--- src/verilog/cvb_map.svh ---
// register map, field positions, reset values and timing constants of the vendor bank
// Function
// - bypass bit shortens jack debounce to test value
// - mic handling delay 2 to 256 frames
// - stable time 0.1ms to 1024ms, saturating
// - long detect 2s to 128s, code 7 never
// - bias delay table 0.1ms to 4s
// - deepest sleep overrides; also pins, amps off
// - lighter sleep: link interface off, no responses
// - sleep exits only on POR or link-reset release
// - beep status live, cleared by resets
// - beep gain -48dB plus 6dB per code
// - quantize only when both beep enables set
// - beep counter delay 64ms to 512ms
// - beep path off, on, or during link reset
// - force bit powers speaker off at zero volume
// - two trip ramp, or single trip cut
// - step wait 2ms doubling, polling capped 16ms
// - low trip 110C plus 15C per code
// - status word: trips, forced flags, volumes
// - pump divisor 30..44 or 30..16 by code
// - pump clock source select
// - short detectors gated by enables, flags readable
// - verb 7FF payload 00 responds then resets
`ifndef CVB_MAP_SVH
`define CVB_MAP_SVH
`define CVB_SET       4'h7
`define CVB_GET       4'hf
`define CVB_V_STAT    8'hf7
`define CVB_V_RST     8'hff
`define CVB_FRST_KEY  8'h00
`define CVB_MSK_JACK  32'h0000_ff77
`define CVB_MSK_SLP   32'h0000_0003
`define CVB_MSK_PORT  32'h0000_000f
`define CVB_MSK_BEEP  32'h0000_1f3f
`define CVB_MSK_BTL   32'h003f_0ffc
`define CVB_MSK_CAP   32'h78ff_effd
`define CVB_DEF_JACK  32'h0000_3653
`define CVB_DEF_BEEP  32'h0000_0f32
`define CVB_DEF_BTL   32'h0002_0640
`define CVB_DEF_CAP   32'h4050_0880
`define CVB_B_BYP     15
`define CVB_B_DEEP    1
`define CVB_B_LIGHT   0
`define CVB_B_BSTAT   13
`define CVB_B_QEN     9
`define CVB_B_DEN     8
`define CVB_B_FORCE   17
`define CVB_B_SINGLE  16
`define CVB_B_RSEN    19
`define CVB_B_PSEN    16
`define CVB_B_RFLAG   25
`define CVB_B_PFLAG   24
`define CVB_B_PSEL    4
`define CVB_I_LRST    0
`define CVB_I_BEEP    1
`define CVB_I_HI      2
`define CVB_I_LO      3
`define CVB_I_RSC     4
`define CVB_I_PSC     5
`define CVB_CLK_KHZ   50000
`define CVB_TICK_MS   1
`define CVB_MS_CYC    (`CVB_TICK_MS * `CVB_CLK_KHZ)
`define CVB_TEST_DLY  14'd1
`define CVB_STAB_MAX  14'd10240
`define CVB_GMIN      7'd48
`define CVB_GSTEP     7'd6
`define CVB_TRIP_MIN  8'd110
`define CVB_TRIP_STEP 8'd15
`define CVB_DIV_MID   6'd30
`define CVB_POLL_MAX  17'd16
`endif

--- src/verilog/cvb_pkg.sv ---
// types of the vendor control bank
`default_nettype none
package cvb_pkg;
  typedef enum logic [1:0] {
    CVB_RUN   = 2'b00,
    CVB_LIGHT = 2'b01,
    CVB_DEEP  = 2'b10
  } cvb_sleep_t;
  typedef struct packed {
    logic [5:0][31:0] regs;
    logic [5:0]       s1;
    logic [5:0]       s2;
    logic [5:0]       s3;
    logic [5:0]       flt;
    cvb_sleep_t       sleep;
    logic             frst_pend;
    logic             beep_stat;
    logic [15:0]      tick;
    logic [16:0]      ms;
    logic [7:0]       vol;
    logic             mute;
    logic             off;
    logic             resp_valid;
    logic [31:0]      resp_data;
    logic             link_off;
    logic             pins_off;
    logic [3:0]       port_off;
    logic [13:0]      stable;
    logic [8:0]       mic_frames;
    logic [7:0]       long_s;
    logic [15:0]      bias;
    logic [6:0]       beep_gain;
    logic [9:0]       beep_ms;
    logic             beep_quant;
    logic             beep_on;
    logic [16:0]      wait_ms;
    logic [4:0]       poll_ms;
    logic [7:0]       low_trip;
    logic [5:0]       pump_div;
    logic             pump_sel;
    logic             reg_sense;
    logic             pump_sense;
  } cvb_state_t;
endpackage
`default_nettype wire

--- src/verilog/cvb_bank.sv ---
// vendor control and status bank of the audio function group
`timescale 1ns/1ps
`default_nettype none
`include "cvb_map.svh"
module cvb_bank
  import cvb_pkg::*;
#(
  parameter int unsigned MS_CYCLES = `CVB_MS_CYC
) (
  input  wire logic        clk_i,
  input  wire logic        rst_n_i,
  input  wire logic        link_rst_n_i,
  input  wire logic        verb_valid_i,
  input  wire logic [11:0] verb_id_i,
  input  wire logic [7:0]  verb_payload_i,
  input  wire logic        d3cold_i,
  input  wire logic        beep_present_i,
  input  wire logic        temp_high_i,
  input  wire logic        temp_low_i,
  input  wire logic        reg_short_i,
  input  wire logic        pump_short_i,
  output logic             resp_valid_o,
  output logic [31:0]      resp_data_o,
  output logic             link_if_off_o,
  output logic             pins_amps_off_o,
  output logic [3:0]       port_off_o,
  output logic [13:0]      jack_stable_o,
  output logic [8:0]       mic_frames_o,
  output logic [7:0]       long_detect_o,
  output logic [15:0]      bias_delay_o,
  output logic [6:0]       beep_gain_o,
  output logic [9:0]       beep_delay_o,
  output logic             beep_quant_o,
  output logic             beep_path_on_o,
  output logic [16:0]      step_wait_o,
  output logic [4:0]       poll_ms_o,
  output logic [7:0]       low_trip_o,
  output logic [7:0]       spk_vol_o,
  output logic             spk_mute_o,
  output logic             spk_off_o,
  output logic [5:0]       pump_div_o,
  output logic             pump_sel_o,
  output logic             reg_sense_en_o,
  output logic             pump_sense_en_o
);

  cvb_state_t st;
  cvb_state_t next_st;
  logic [5:0] raw;
  logic [5:0] vd;
  logic [31:0] nv;
  logic [31:0] m;
  logic [31:0] stat;
  logic lrst_rise;
  logic ms_tick;
  logic step;
  logic hi;
  logic lo;

  // verb low byte to {hit, register index, byte lane}
  function automatic logic [5:0] vdec(input logic [7:0] lo8);
    case (lo8)
      8'hc9: vdec = {1'b1, 3'd0, 2'd0};
      8'hca: vdec = {1'b1, 3'd0, 2'd1};
      8'hd8: vdec = {1'b1, 3'd1, 2'd0};
      8'hec: vdec = {1'b1, 3'd2, 2'd0};
      8'hee: vdec = {1'b1, 3'd3, 2'd0};
      8'hef: vdec = {1'b1, 3'd3, 2'd1};
      8'hf4: vdec = {1'b1, 3'd4, 2'd0};
      8'hf5: vdec = {1'b1, 3'd4, 2'd1};
      8'hf6: vdec = {1'b1, 3'd4, 2'd2};
      8'hf8: vdec = {1'b1, 3'd5, 2'd0};
      8'hf9: vdec = {1'b1, 3'd5, 2'd1};
      8'hfa: vdec = {1'b1, 3'd5, 2'd2};
      8'hfb: vdec = {1'b1, 3'd5, 2'd3};
      default: vdec = 6'h00;
    endcase
  endfunction

  // writable bits of each register
  function automatic logic [31:0] rmask(input logic [2:0] i);
    case (i)
      3'd0: rmask = `CVB_MSK_JACK;
      3'd1: rmask = `CVB_MSK_SLP;
      3'd2: rmask = `CVB_MSK_PORT;
      3'd3: rmask = `CVB_MSK_BEEP;
      3'd4: rmask = `CVB_MSK_BTL;
      default: rmask = `CVB_MSK_CAP;
    endcase
  endfunction

  // power-on contents, shared by reset and function reset
  function automatic logic [5:0][31:0] rdef();
    rdef = '0;
    rdef[0] = `CVB_DEF_JACK;
    rdef[3] = `CVB_DEF_BEEP;
    rdef[4] = `CVB_DEF_BTL;
    rdef[5] = `CVB_DEF_CAP;
  endfunction

  // bias output delay in 0.1 ms units
  function automatic logic [15:0] bias_tab(input logic [2:0] c);
    case (c)
      3'd0: bias_tab = 16'd1;
      3'd1: bias_tab = 16'd500;
      3'd2: bias_tab = 16'd1250;
      3'd3: bias_tab = 16'd2500;
      3'd4: bias_tab = 16'd5000;
      3'd5: bias_tab = 16'd10000;
      3'd6: bias_tab = 16'd20000;
      default: bias_tab = 16'd40000;
    endcase
  endfunction

  // jack stable time in 0.1 ms units, saturating from code 12
  function automatic logic [13:0] stab(input logic [3:0] c);
    if (c == 4'd0) begin
      stab = 14'd1;
    end else if (c == 4'd1) begin
      stab = 14'd5;
    end else if (c >= 4'd12) begin
      stab = `CVB_STAB_MAX;
    end else begin
      stab = 14'd10 << (c - 4'd2);
    end
  endfunction

  assign raw = {pump_short_i, reg_short_i, temp_low_i, temp_high_i,
                beep_present_i, link_rst_n_i};
  assign hi = st.flt[`CVB_I_HI];
  assign lo = st.flt[`CVB_I_LO];
  assign vd = vdec(verb_id_i[7:0]);
  assign m = rmask(vd[4:2]);
  assign ms_tick = (st.tick == 16'(MS_CYCLES - 1));
  assign step = ms_tick && ((st.ms + 17'd1) >= st.wait_ms);
  // link reset released: filtered level goes low to high
  assign lrst_rise = !st.flt[`CVB_I_LRST] &&
                     (st.s2[`CVB_I_LRST] == st.s3[`CVB_I_LRST]) &&
                     st.s3[`CVB_I_LRST];
  // thermal status word
  assign stat = {12'h000, hi, lo, st.mute, st.off, st.vol, st.vol};

  // whole next state
  always_comb begin
    next_st = st;
    nv = st.regs[vd[4:2]];
    nv[{vd[1:0], 3'b000} +: 8] = verb_payload_i;
    // three-stage synchroniser, change taken when stages two and three agree
    next_st.s1 = raw;
    next_st.s2 = st.s1;
    next_st.s3 = st.s2;
    for (int i = 0; i < 6; i++) begin
      if (st.s2[i] == st.s3[i]) begin
        next_st.flt[i] = st.s3[i];
      end
    end
    // verb handling; a sleeping link answers nothing
    next_st.resp_valid = 1'b0;
    next_st.frst_pend = 1'b0; // one cycle only; the reset it applies wins over a write in that cycle
    if (verb_valid_i && st.sleep == CVB_RUN) begin
      next_st.resp_valid = 1'b1;
      next_st.resp_data = '0;
      if (verb_id_i[11:8] == `CVB_SET) begin
        if (vd[5]) begin
          next_st.regs[vd[4:2]] = (nv & m) | (st.regs[vd[4:2]] & ~m);
        end
        if (verb_id_i[7:0] == `CVB_V_RST && verb_payload_i == `CVB_FRST_KEY) begin
          next_st.frst_pend = 1'b1;
        end
      end else if (verb_id_i[11:8] == `CVB_GET) begin
        if (verb_id_i[7:0] == `CVB_V_STAT) begin
          next_st.resp_data = stat;
        end else if (vd[5]) begin
          next_st.resp_data = st.regs[vd[4:2]];
          if (vd[4:2] == 3'd3) begin
            next_st.resp_data[`CVB_B_BSTAT] = st.beep_stat;
          end
          if (vd[4:2] == 3'd5) begin
            next_st.resp_data[`CVB_B_RFLAG] = st.regs[5][`CVB_B_RSEN] &
                                              st.flt[`CVB_I_RSC];
            next_st.resp_data[`CVB_B_PFLAG] = st.regs[5][`CVB_B_PSEN] &
                                              st.flt[`CVB_I_PSC];
          end
        end
      end
    end
    // function reset lands the cycle after its answer and wins over writes
    if (st.frst_pend) begin
      next_st.regs = rdef();
    end
    // beep presence, cleared by function or link reset
    next_st.beep_stat = st.flt[`CVB_I_BEEP] && !st.frst_pend &&
                        st.flt[`CVB_I_LRST];
    // vendor sleep states
    case (st.sleep)
      CVB_RUN: begin
        if (d3cold_i && st.regs[1][`CVB_B_DEEP]) begin
          next_st.sleep = CVB_DEEP;
        end else if (d3cold_i && st.regs[1][`CVB_B_LIGHT]) begin
          next_st.sleep = CVB_LIGHT;
        end
      end
      CVB_LIGHT, CVB_DEEP: begin
        if (lrst_rise) begin
          next_st.sleep = CVB_RUN;
        end
      end
      default: next_st.sleep = CVB_RUN;
    endcase
    // millisecond time base for the thermal ramp
    next_st.tick = ms_tick ? 16'h0000 : st.tick + 16'h0001;
    if (st.regs[4][`CVB_B_SINGLE]) begin
      next_st.vol = hi ? 8'h00 : 8'hff;
      next_st.ms = '0;
    end else if (ms_tick) begin
      next_st.ms = step ? 17'h00000 : st.ms + 17'h00001;
      if (step && hi && st.vol != 8'h00) begin
        next_st.vol = st.vol - 8'h01;
      end else if (step && !hi && !lo && st.vol != 8'hff) begin
        next_st.vol = st.vol + 8'h01;
      end
    end
    // forced silence and power-down while still hot at zero volume
    if (st.regs[4][`CVB_B_FORCE] && hi && st.vol == 8'h00) begin
      next_st.mute = 1'b1;
      next_st.off = 1'b1;
    end else if (!hi || !st.regs[4][`CVB_B_FORCE]) begin
      next_st.mute = 1'b0;
      next_st.off = 1'b0;
    end
    // decoded controls, registered so outputs leave flip-flops
    next_st.link_off = st.sleep != CVB_RUN;
    next_st.pins_off = st.sleep == CVB_DEEP;
    next_st.port_off = st.regs[2][3:0];
    next_st.stable = st.regs[0][`CVB_B_BYP] ? `CVB_TEST_DLY :
                     stab(st.regs[0][11:8]);
    next_st.bias = st.regs[0][`CVB_B_BYP] ? 16'(`CVB_TEST_DLY) :
                   bias_tab(st.regs[0][2:0]);
    next_st.mic_frames = 9'd2 << st.regs[0][14:12];
    next_st.long_s = (st.regs[0][6:4] == 3'd7) ? 8'h00 :
                     8'd2 << st.regs[0][6:4];
    next_st.beep_gain = {4'h0, st.regs[3][12:10]} * `CVB_GSTEP - `CVB_GMIN;
    next_st.beep_ms = 10'd64 << st.regs[3][3:2];
    next_st.beep_quant = st.regs[3][`CVB_B_QEN] & st.regs[3][`CVB_B_DEN];
    next_st.beep_on = st.regs[3][1] ? !st.flt[`CVB_I_LRST] : st.regs[3][0];
    next_st.wait_ms = 17'd2 << {1'b0, st.regs[4][11:9]};
    next_st.poll_ms = (st.wait_ms >= `CVB_POLL_MAX) ? 5'd16 : st.wait_ms[4:0];
    next_st.low_trip = `CVB_TRIP_MIN + `CVB_TRIP_STEP * {5'h00, st.regs[4][7:5]};
    next_st.pump_div = st.regs[5][11] ?
                       `CVB_DIV_MID - {2'b00, st.regs[5][10:8], 1'b0} :
                       `CVB_DIV_MID + {2'b00, st.regs[5][10:8], 1'b0};
    next_st.pump_sel = st.regs[5][`CVB_B_PSEL];
    next_st.reg_sense = st.regs[5][`CVB_B_RSEN];
    next_st.pump_sense = st.regs[5][`CVB_B_PSEN];
  end

  // state register; decoded fields settle one cycle after reset
  always_ff @(posedge clk_i or negedge rst_n_i) begin
    if (!rst_n_i) begin
      // link reset stages start at the pin's idle high, so no false release follows
      st <= '{regs: {`CVB_DEF_CAP, `CVB_DEF_BTL, `CVB_DEF_BEEP, 32'h0000_0000,
                     32'h0000_0000, `CVB_DEF_JACK},
              s1: 6'h01, s2: 6'h01, s3: 6'h01, flt: 6'h01,
              vol: 8'hff, wait_ms: 17'd16, sleep: CVB_RUN, default: '0};
    end else begin
      st <= next_st;
    end
  end

  assign resp_valid_o    = st.resp_valid;
  assign resp_data_o     = st.resp_data;
  assign link_if_off_o   = st.link_off;
  assign pins_amps_off_o = st.pins_off;
  assign port_off_o      = st.port_off;
  assign jack_stable_o   = st.stable;
  assign mic_frames_o    = st.mic_frames;
  assign long_detect_o   = st.long_s;
  assign bias_delay_o    = st.bias;
  assign beep_gain_o     = st.beep_gain;
  assign beep_delay_o    = st.beep_ms;
  assign beep_quant_o    = st.beep_quant;
  assign beep_path_on_o  = st.beep_on;
  assign step_wait_o     = st.wait_ms;
  assign poll_ms_o       = st.poll_ms;
  assign low_trip_o      = st.low_trip;
  assign spk_vol_o       = st.vol;
  assign spk_mute_o      = st.mute;
  assign spk_off_o       = st.off;
  assign pump_div_o      = st.pump_div;
  assign pump_sel_o      = st.pump_sel;
  assign reg_sense_en_o  = st.reg_sense;
  assign pump_sense_en_o = st.pump_sense;
endmodule
`default_nettype wire

--- config.mk ---
export PLATFORM = sky130hd
export DESIGN_NAME = cvb_bank
export DESIGN_NICKNAME = d
export VERILOG_FILES = /design/src/verilog/cvb_pkg.sv /design/src/verilog/cvb_bank.sv
export VERILOG_INCLUDE_DIRS = /design/src /design/src/verilog
export SDC_FILE = /design/constraint.sdc
export NUM_CORES = 1
export LEC_CHECK = 0
export BUFFER_PORTS_ARGS = -buffer_cell sky130_fd_sc_hd__buf_4
export CAP_MARGIN = 10
export CELL_PAD_IN_SITES_DETAIL_PLACEMENT = 1
export CELL_PAD_IN_SITES_GLOBAL_PLACEMENT = 1
export CORE_MARGIN = 5
export CORE_UTILIZATION = 43
export DETAILED_ROUTE_END_ITERATION = 10
export GPL_TIMING_DRIVEN = 1
export PLACE_DENSITY = 0.82
export RECOVER_POWER = 50
export SLEW_MARGIN = 0
export SYNTH_ARGS = -nofsm -noshare
export SYNTH_HDL_FRONTEND = slang
export SYNTH_SLANG_ARGS = --single-unit
--- constraint.sdc ---
create_clock -name clk_i -period 4.1 [get_ports clk_i]
set_input_delay 0.205 -clock clk_i [delete_from_list [all_inputs] [get_ports clk_i]]
set_output_delay 0.205 -clock clk_i [all_outputs]
set_load 0.05 [all_outputs]
==> flow_summary_export.csv <==
group,metric,value,unit
placed_design,io_buffers,163,
floorplanning,die_h,219,um
worst_setup_path,crit_fanout,3,
worst_setup_path,crit_buf_inv,2,
placed_design,hpwl,45400,um
run_status,violations,"max-capacitance violations, max-slew violations, negative setup slack",
clock_tree,numCtsBuffers,44,
worst_setup_path,rrSetupSlack,-0.14,ns
placed_design,post-place-ws,-0.244,ns
global_route,grt_use_total,0.271,
routing,wl_met1,26400,um
clock_tree,clk_pin_slew_worst_paths,0.06,ns
global_route,grt_max_degree,104,
timing,finalSetupTns,-0.135,ns
run_status,status,"finished with violations",
synthesis,yosysTopAreaCellShare,0.463,
synthesis,synthCells,1807,
clock_tree,clockRootBuffer,"clkbuf_16",
clock_tree,cts_htree_levels,2,
placed_design,place_inst,2423,
worst_setup_path,r2r_cells,21,
timing,layout_setup_ws,-0.135,ns
timing,finalCriticalPeriod,4.24,ns
global_route,grt_pass1_vias,16600,
cells_and_area,final_core_util,0.504,
synthesis,yosys_warnings,0,
synthesis,async_flop_share,1.00,
routing,wire_per_inst,26.1,um
worst_setup_path,startpoint,"st[155]$_DFFE_PN0P_",
routing,via_count,15600,
global_route,grt_pass1_wl,101000,um
timing,timing.slew.headroom,-0.694,
power_and_ir_drop,power.total,8720,uW
worst_setup_path,cp_cell_sequence,"ha_4 -> and4_4 -> nand3_4 -> xnor2_4 -> ha_4 -> buf_6 -> a21oi_2 -> o21ai_2 -> nor3_1 -> and4_1 -> and3_4 -> or3b_4 -> inv_4 -> ha_4 -> a21oi_2 -> nor2b_2 -> o31a_1 -> o41ai_2 -> xnor2_1 -> o21a_1 -> o31a_1",
worst_setup_path,critPathTopFamily,"compound AO/OA/AOI/OAI gates",
routing,drcViolationCount,0,
synthesis,synthTopCellsByArea,"dfrtp_1, buf_4, dfstp_2",
worst_setup_path,cp.depth,21,
cells_and_area,final_net_count,1972,
floorplanning,core,0.0433,mm^2
timing,drv_slew,104,
synthesis,ys_ff_latch,386,
floorplanning,die_w,219,um
routing,wl_met3,5500,um
worst_setup_path,r2r_start,"st[155]$_DFFE_PN0P_",
cells_and_area,layout-drive-gt1-share,0.203,
routing,ant_nets,0,
timing,fmax,236,MHz
floorplanning,boundaryPins,184,
timing,rsz0062_at_grt,"yes",
timing,hold_viol,0,
clock_tree,cts.sinks,386,
clock_tree,cts_max_path_buffers,3,
floorplanning,start_util,0.436,
floorplanning,rows,76,
cells_and_area,final_cell_count_no_fill,2525,
synthesis,avgSynthCellArea,10.4,um^2
hold_path,min_path_type,"in2reg",
worst_setup_path,r2r-end,"spk_vol_o[7]$_DFFE_PN1P_",
worst_setup_path,required,4.60,ns
routing,wl,66000,um
run,drv_cap,1,
worst_setup_path,cpPeakStageDelay,0.40,ns
worst_setup_path,start_kind,"flop",
worst_setup_path,endpoint,"spk_vol_o[7]$_DFFE_PN1P_",
power_and_ir_drop,ir_drop,0.000355,V
routing,via_per_inst,6.17,
routing,drtIter0Drc,1540,
routing,first_pass_iters,6,
power_and_ir_drop,powerDensity,400,mW/mm^2
global_route,overflow,0,
synthesis,syn_area,0.0189,mm^2
routing,routed.top_layer,"met5",
synthesis,synth_cell_types,93,
worst_setup_path,path_class,"reg2reg",
placed_design,place_congestion,1.00,
clock_tree,tritoncts,"yes",
timing,tightestPinTransition,2.54,ns
worst_setup_path,cp_slowest_cell,"dfrtp_1",
worst_setup_path,crit_top_cell,"ha_4",
floorplanning,die_area,0.0481,mm^2
worst_setup_path,end_kind,"flop",
timing,setup_viol,1,
global_route,antenna_found_initial,2,
synthesis,synth_top_cell_by_area,"dfrtp_1",
timing,period_share,1.03,
worst_setup_path,crit_arrival,4.73,ns
synthesis,synth_edf_count,0,
timing,fin_worst_skew,0.0126,ns
synthesis,synth_top_flop_cell,"dfrtp_1",
synthesis,ys_seq_area_frac,0.515,
routing,met2_length,30500,um
clock_tree,clk_latency,0.57,ns
power_and_ir_drop,total_leakage_power,0.00979,uW
cells_and_area,syn_to_final_growth,15.6,%
[cells in the final DEF (no fill, tap or decap), types with 11 or more instances in the layout]
cell and count:
clkbuf_16 45, dfrtp_1 349, nor4_1 11, a22o_1 94, o22ai_1 31, a21oi_1 34, dfstp_2 27, o21ai_1 26
xor2_1 12, conb_1 20, a21oi_2 12, nor2_1 104, clkbuf_8 11, a22oi_1 21, ha_1 30, and3_1 23
inv_1 48, o21ai_0 117, mux2i_1 16, buf_4 199, nand4_1 13, nand2b_1 11, xnor2_1 22, nand3_1 38
a31oi_1 21, clkbuf_1 73, nand2_1 166, nor3_1 30, a32oi_1 14, and2_1 13, nor3b_1 21, a32o_1 17
[flip-flops by register name, summed over array words and instances (netlist names), 4 cells and up]
| name | count |
|---|---|
| bias_delay_o | 16 |
| jack_stable_o | 14 |
| port_off_o | 4 |
| st | 232 |
| poll_ms_o | 4 |
| pump_div_o | 5 |
| step_wait_o | 8 |
| spk_vol_o | 8 |
| long_detect_o | 7 |
| next_st | 19 |
| mic_frames_o | 8 |
| resp_data_o | 32 |
| beep_gain_o | 6 |
| low_trip_o | 8 |
| beep_delay_o | 4 |
[worst min-delay path, delay by kind of cell]
family	cells	cell delay (ns)
buffers and inverters	1	0.13
and+or+nand+nor	2	0.23
[power by group]
group | leakage [uW] | internal, uW | total (uW) | switching, uW
clock network | 0.000748 | 2540 | 4170 | 1630
registers | 0.00509 | 3870 | 3920 | 42.3
logic | 0.00396 | 146 | 630 | 484
total | 0.00979 | 6560 | 8720 | 2150
[what timing repair did]
action,CTS,global route
hold buffers,10,0
hold endpoints to repair,94,0
pin swaps,13,11
resized for setup,20,14
buffers inserted,9,0
endpoints found under the setup margin,3,4
[stage by stage]
| stage | area [um^2] | hold WS [ns] |
|---|---|---|
| 2_1_floorplan | 18900 | -0.0906 |
| 5_1_grt | 21800 | 0.0356 |
| 3_3_place_gp | 20200 | 0.305 |
| 3_5_place_dp | 20200 | 0.313 |
| 6_report | 21800 | 0.0355 |
| 4_1_cts | 22000 | 0.00562 |
[cells in the mapped netlist, drive strengths merged (8+ instances only)]
cell type / instances
a211oi: 9
a21o: 10
a21oi: 48
a221o: 10
a22o: 94
a22oi: 21
a2bb2oi: 10
a31oi: 25
a32o: 17
a32oi: 15
and2: 16
and3: 24
buf: 182
clkbuf: 71
dfrtp: 349
dfstp: 37
ha: 36
inv: 49
mux2: 8
mux2i: 16
nand2: 170
nand2b: 11
nand3: 41
nand4: 14
nor2: 105
nor2b: 11
nor3: 32
nor3b: 22
nor4: 11
o211ai: 10
o21a: 10
o21ai: 147
o22ai: 32
xnor2: 24
xor2: 12
[worst min path at each step]
stage / start / slack [ns] / end / cells past startpoint
after global placement: rst_n_i / 0.31 / bias_delay_o[12]$_DFF_PN0_ / 1
after global routing: verb_payload_i[2] / 0.04 / st[188]$_DFF_PN0_ / 3
after detailed placement: rst_n_i / 0.31 / bias_delay_o[12]$_DFF_PN0_ / 1
final: verb_payload_i[2] / 0.04 / st[188]$_DFF_PN0_ / 3
after CTS: verb_payload_i[0] / 0.006 / st[319]$_DFFE_PN1P_ / 3
after floorplan: rst_n_i / -0.09 / beep_delay_o[6]$_DFF_PN0_ / 0
[cells by family after synthesis]
kind of cell / share of synthesized area
XOR/XNOR: 0.0167
buffers and inverters: 0.0928
AO/OA/AOI/OAI: 0.202
flip-flops: 0.515
adder cells (fa/ha/maj): 0.0303
AND/OR/NAND/NOR: 0.129
other: 0.000199
multiplexers: 0.0133
[cell type report]
cell class	instances	area, um^2
repair buffers	284	1940
well taps	585	732
flip-flops and latches	386	9710
diodes	1	2.50
inverters	49	186
clock buffers	68	1320
clock inverters	14	215
fillers	4695	21500
multi-input cells	1138	7690
[per-layer routing]
layer  vias to the layer above  GRT usage
met3                       227     0.0588
met2                       798      0.432
met4                         2      0.133
li1                       6571          -
met5                         -          0
met1                      7978      0.350
No activity file was read; power rests on OpenSTA's default activity.
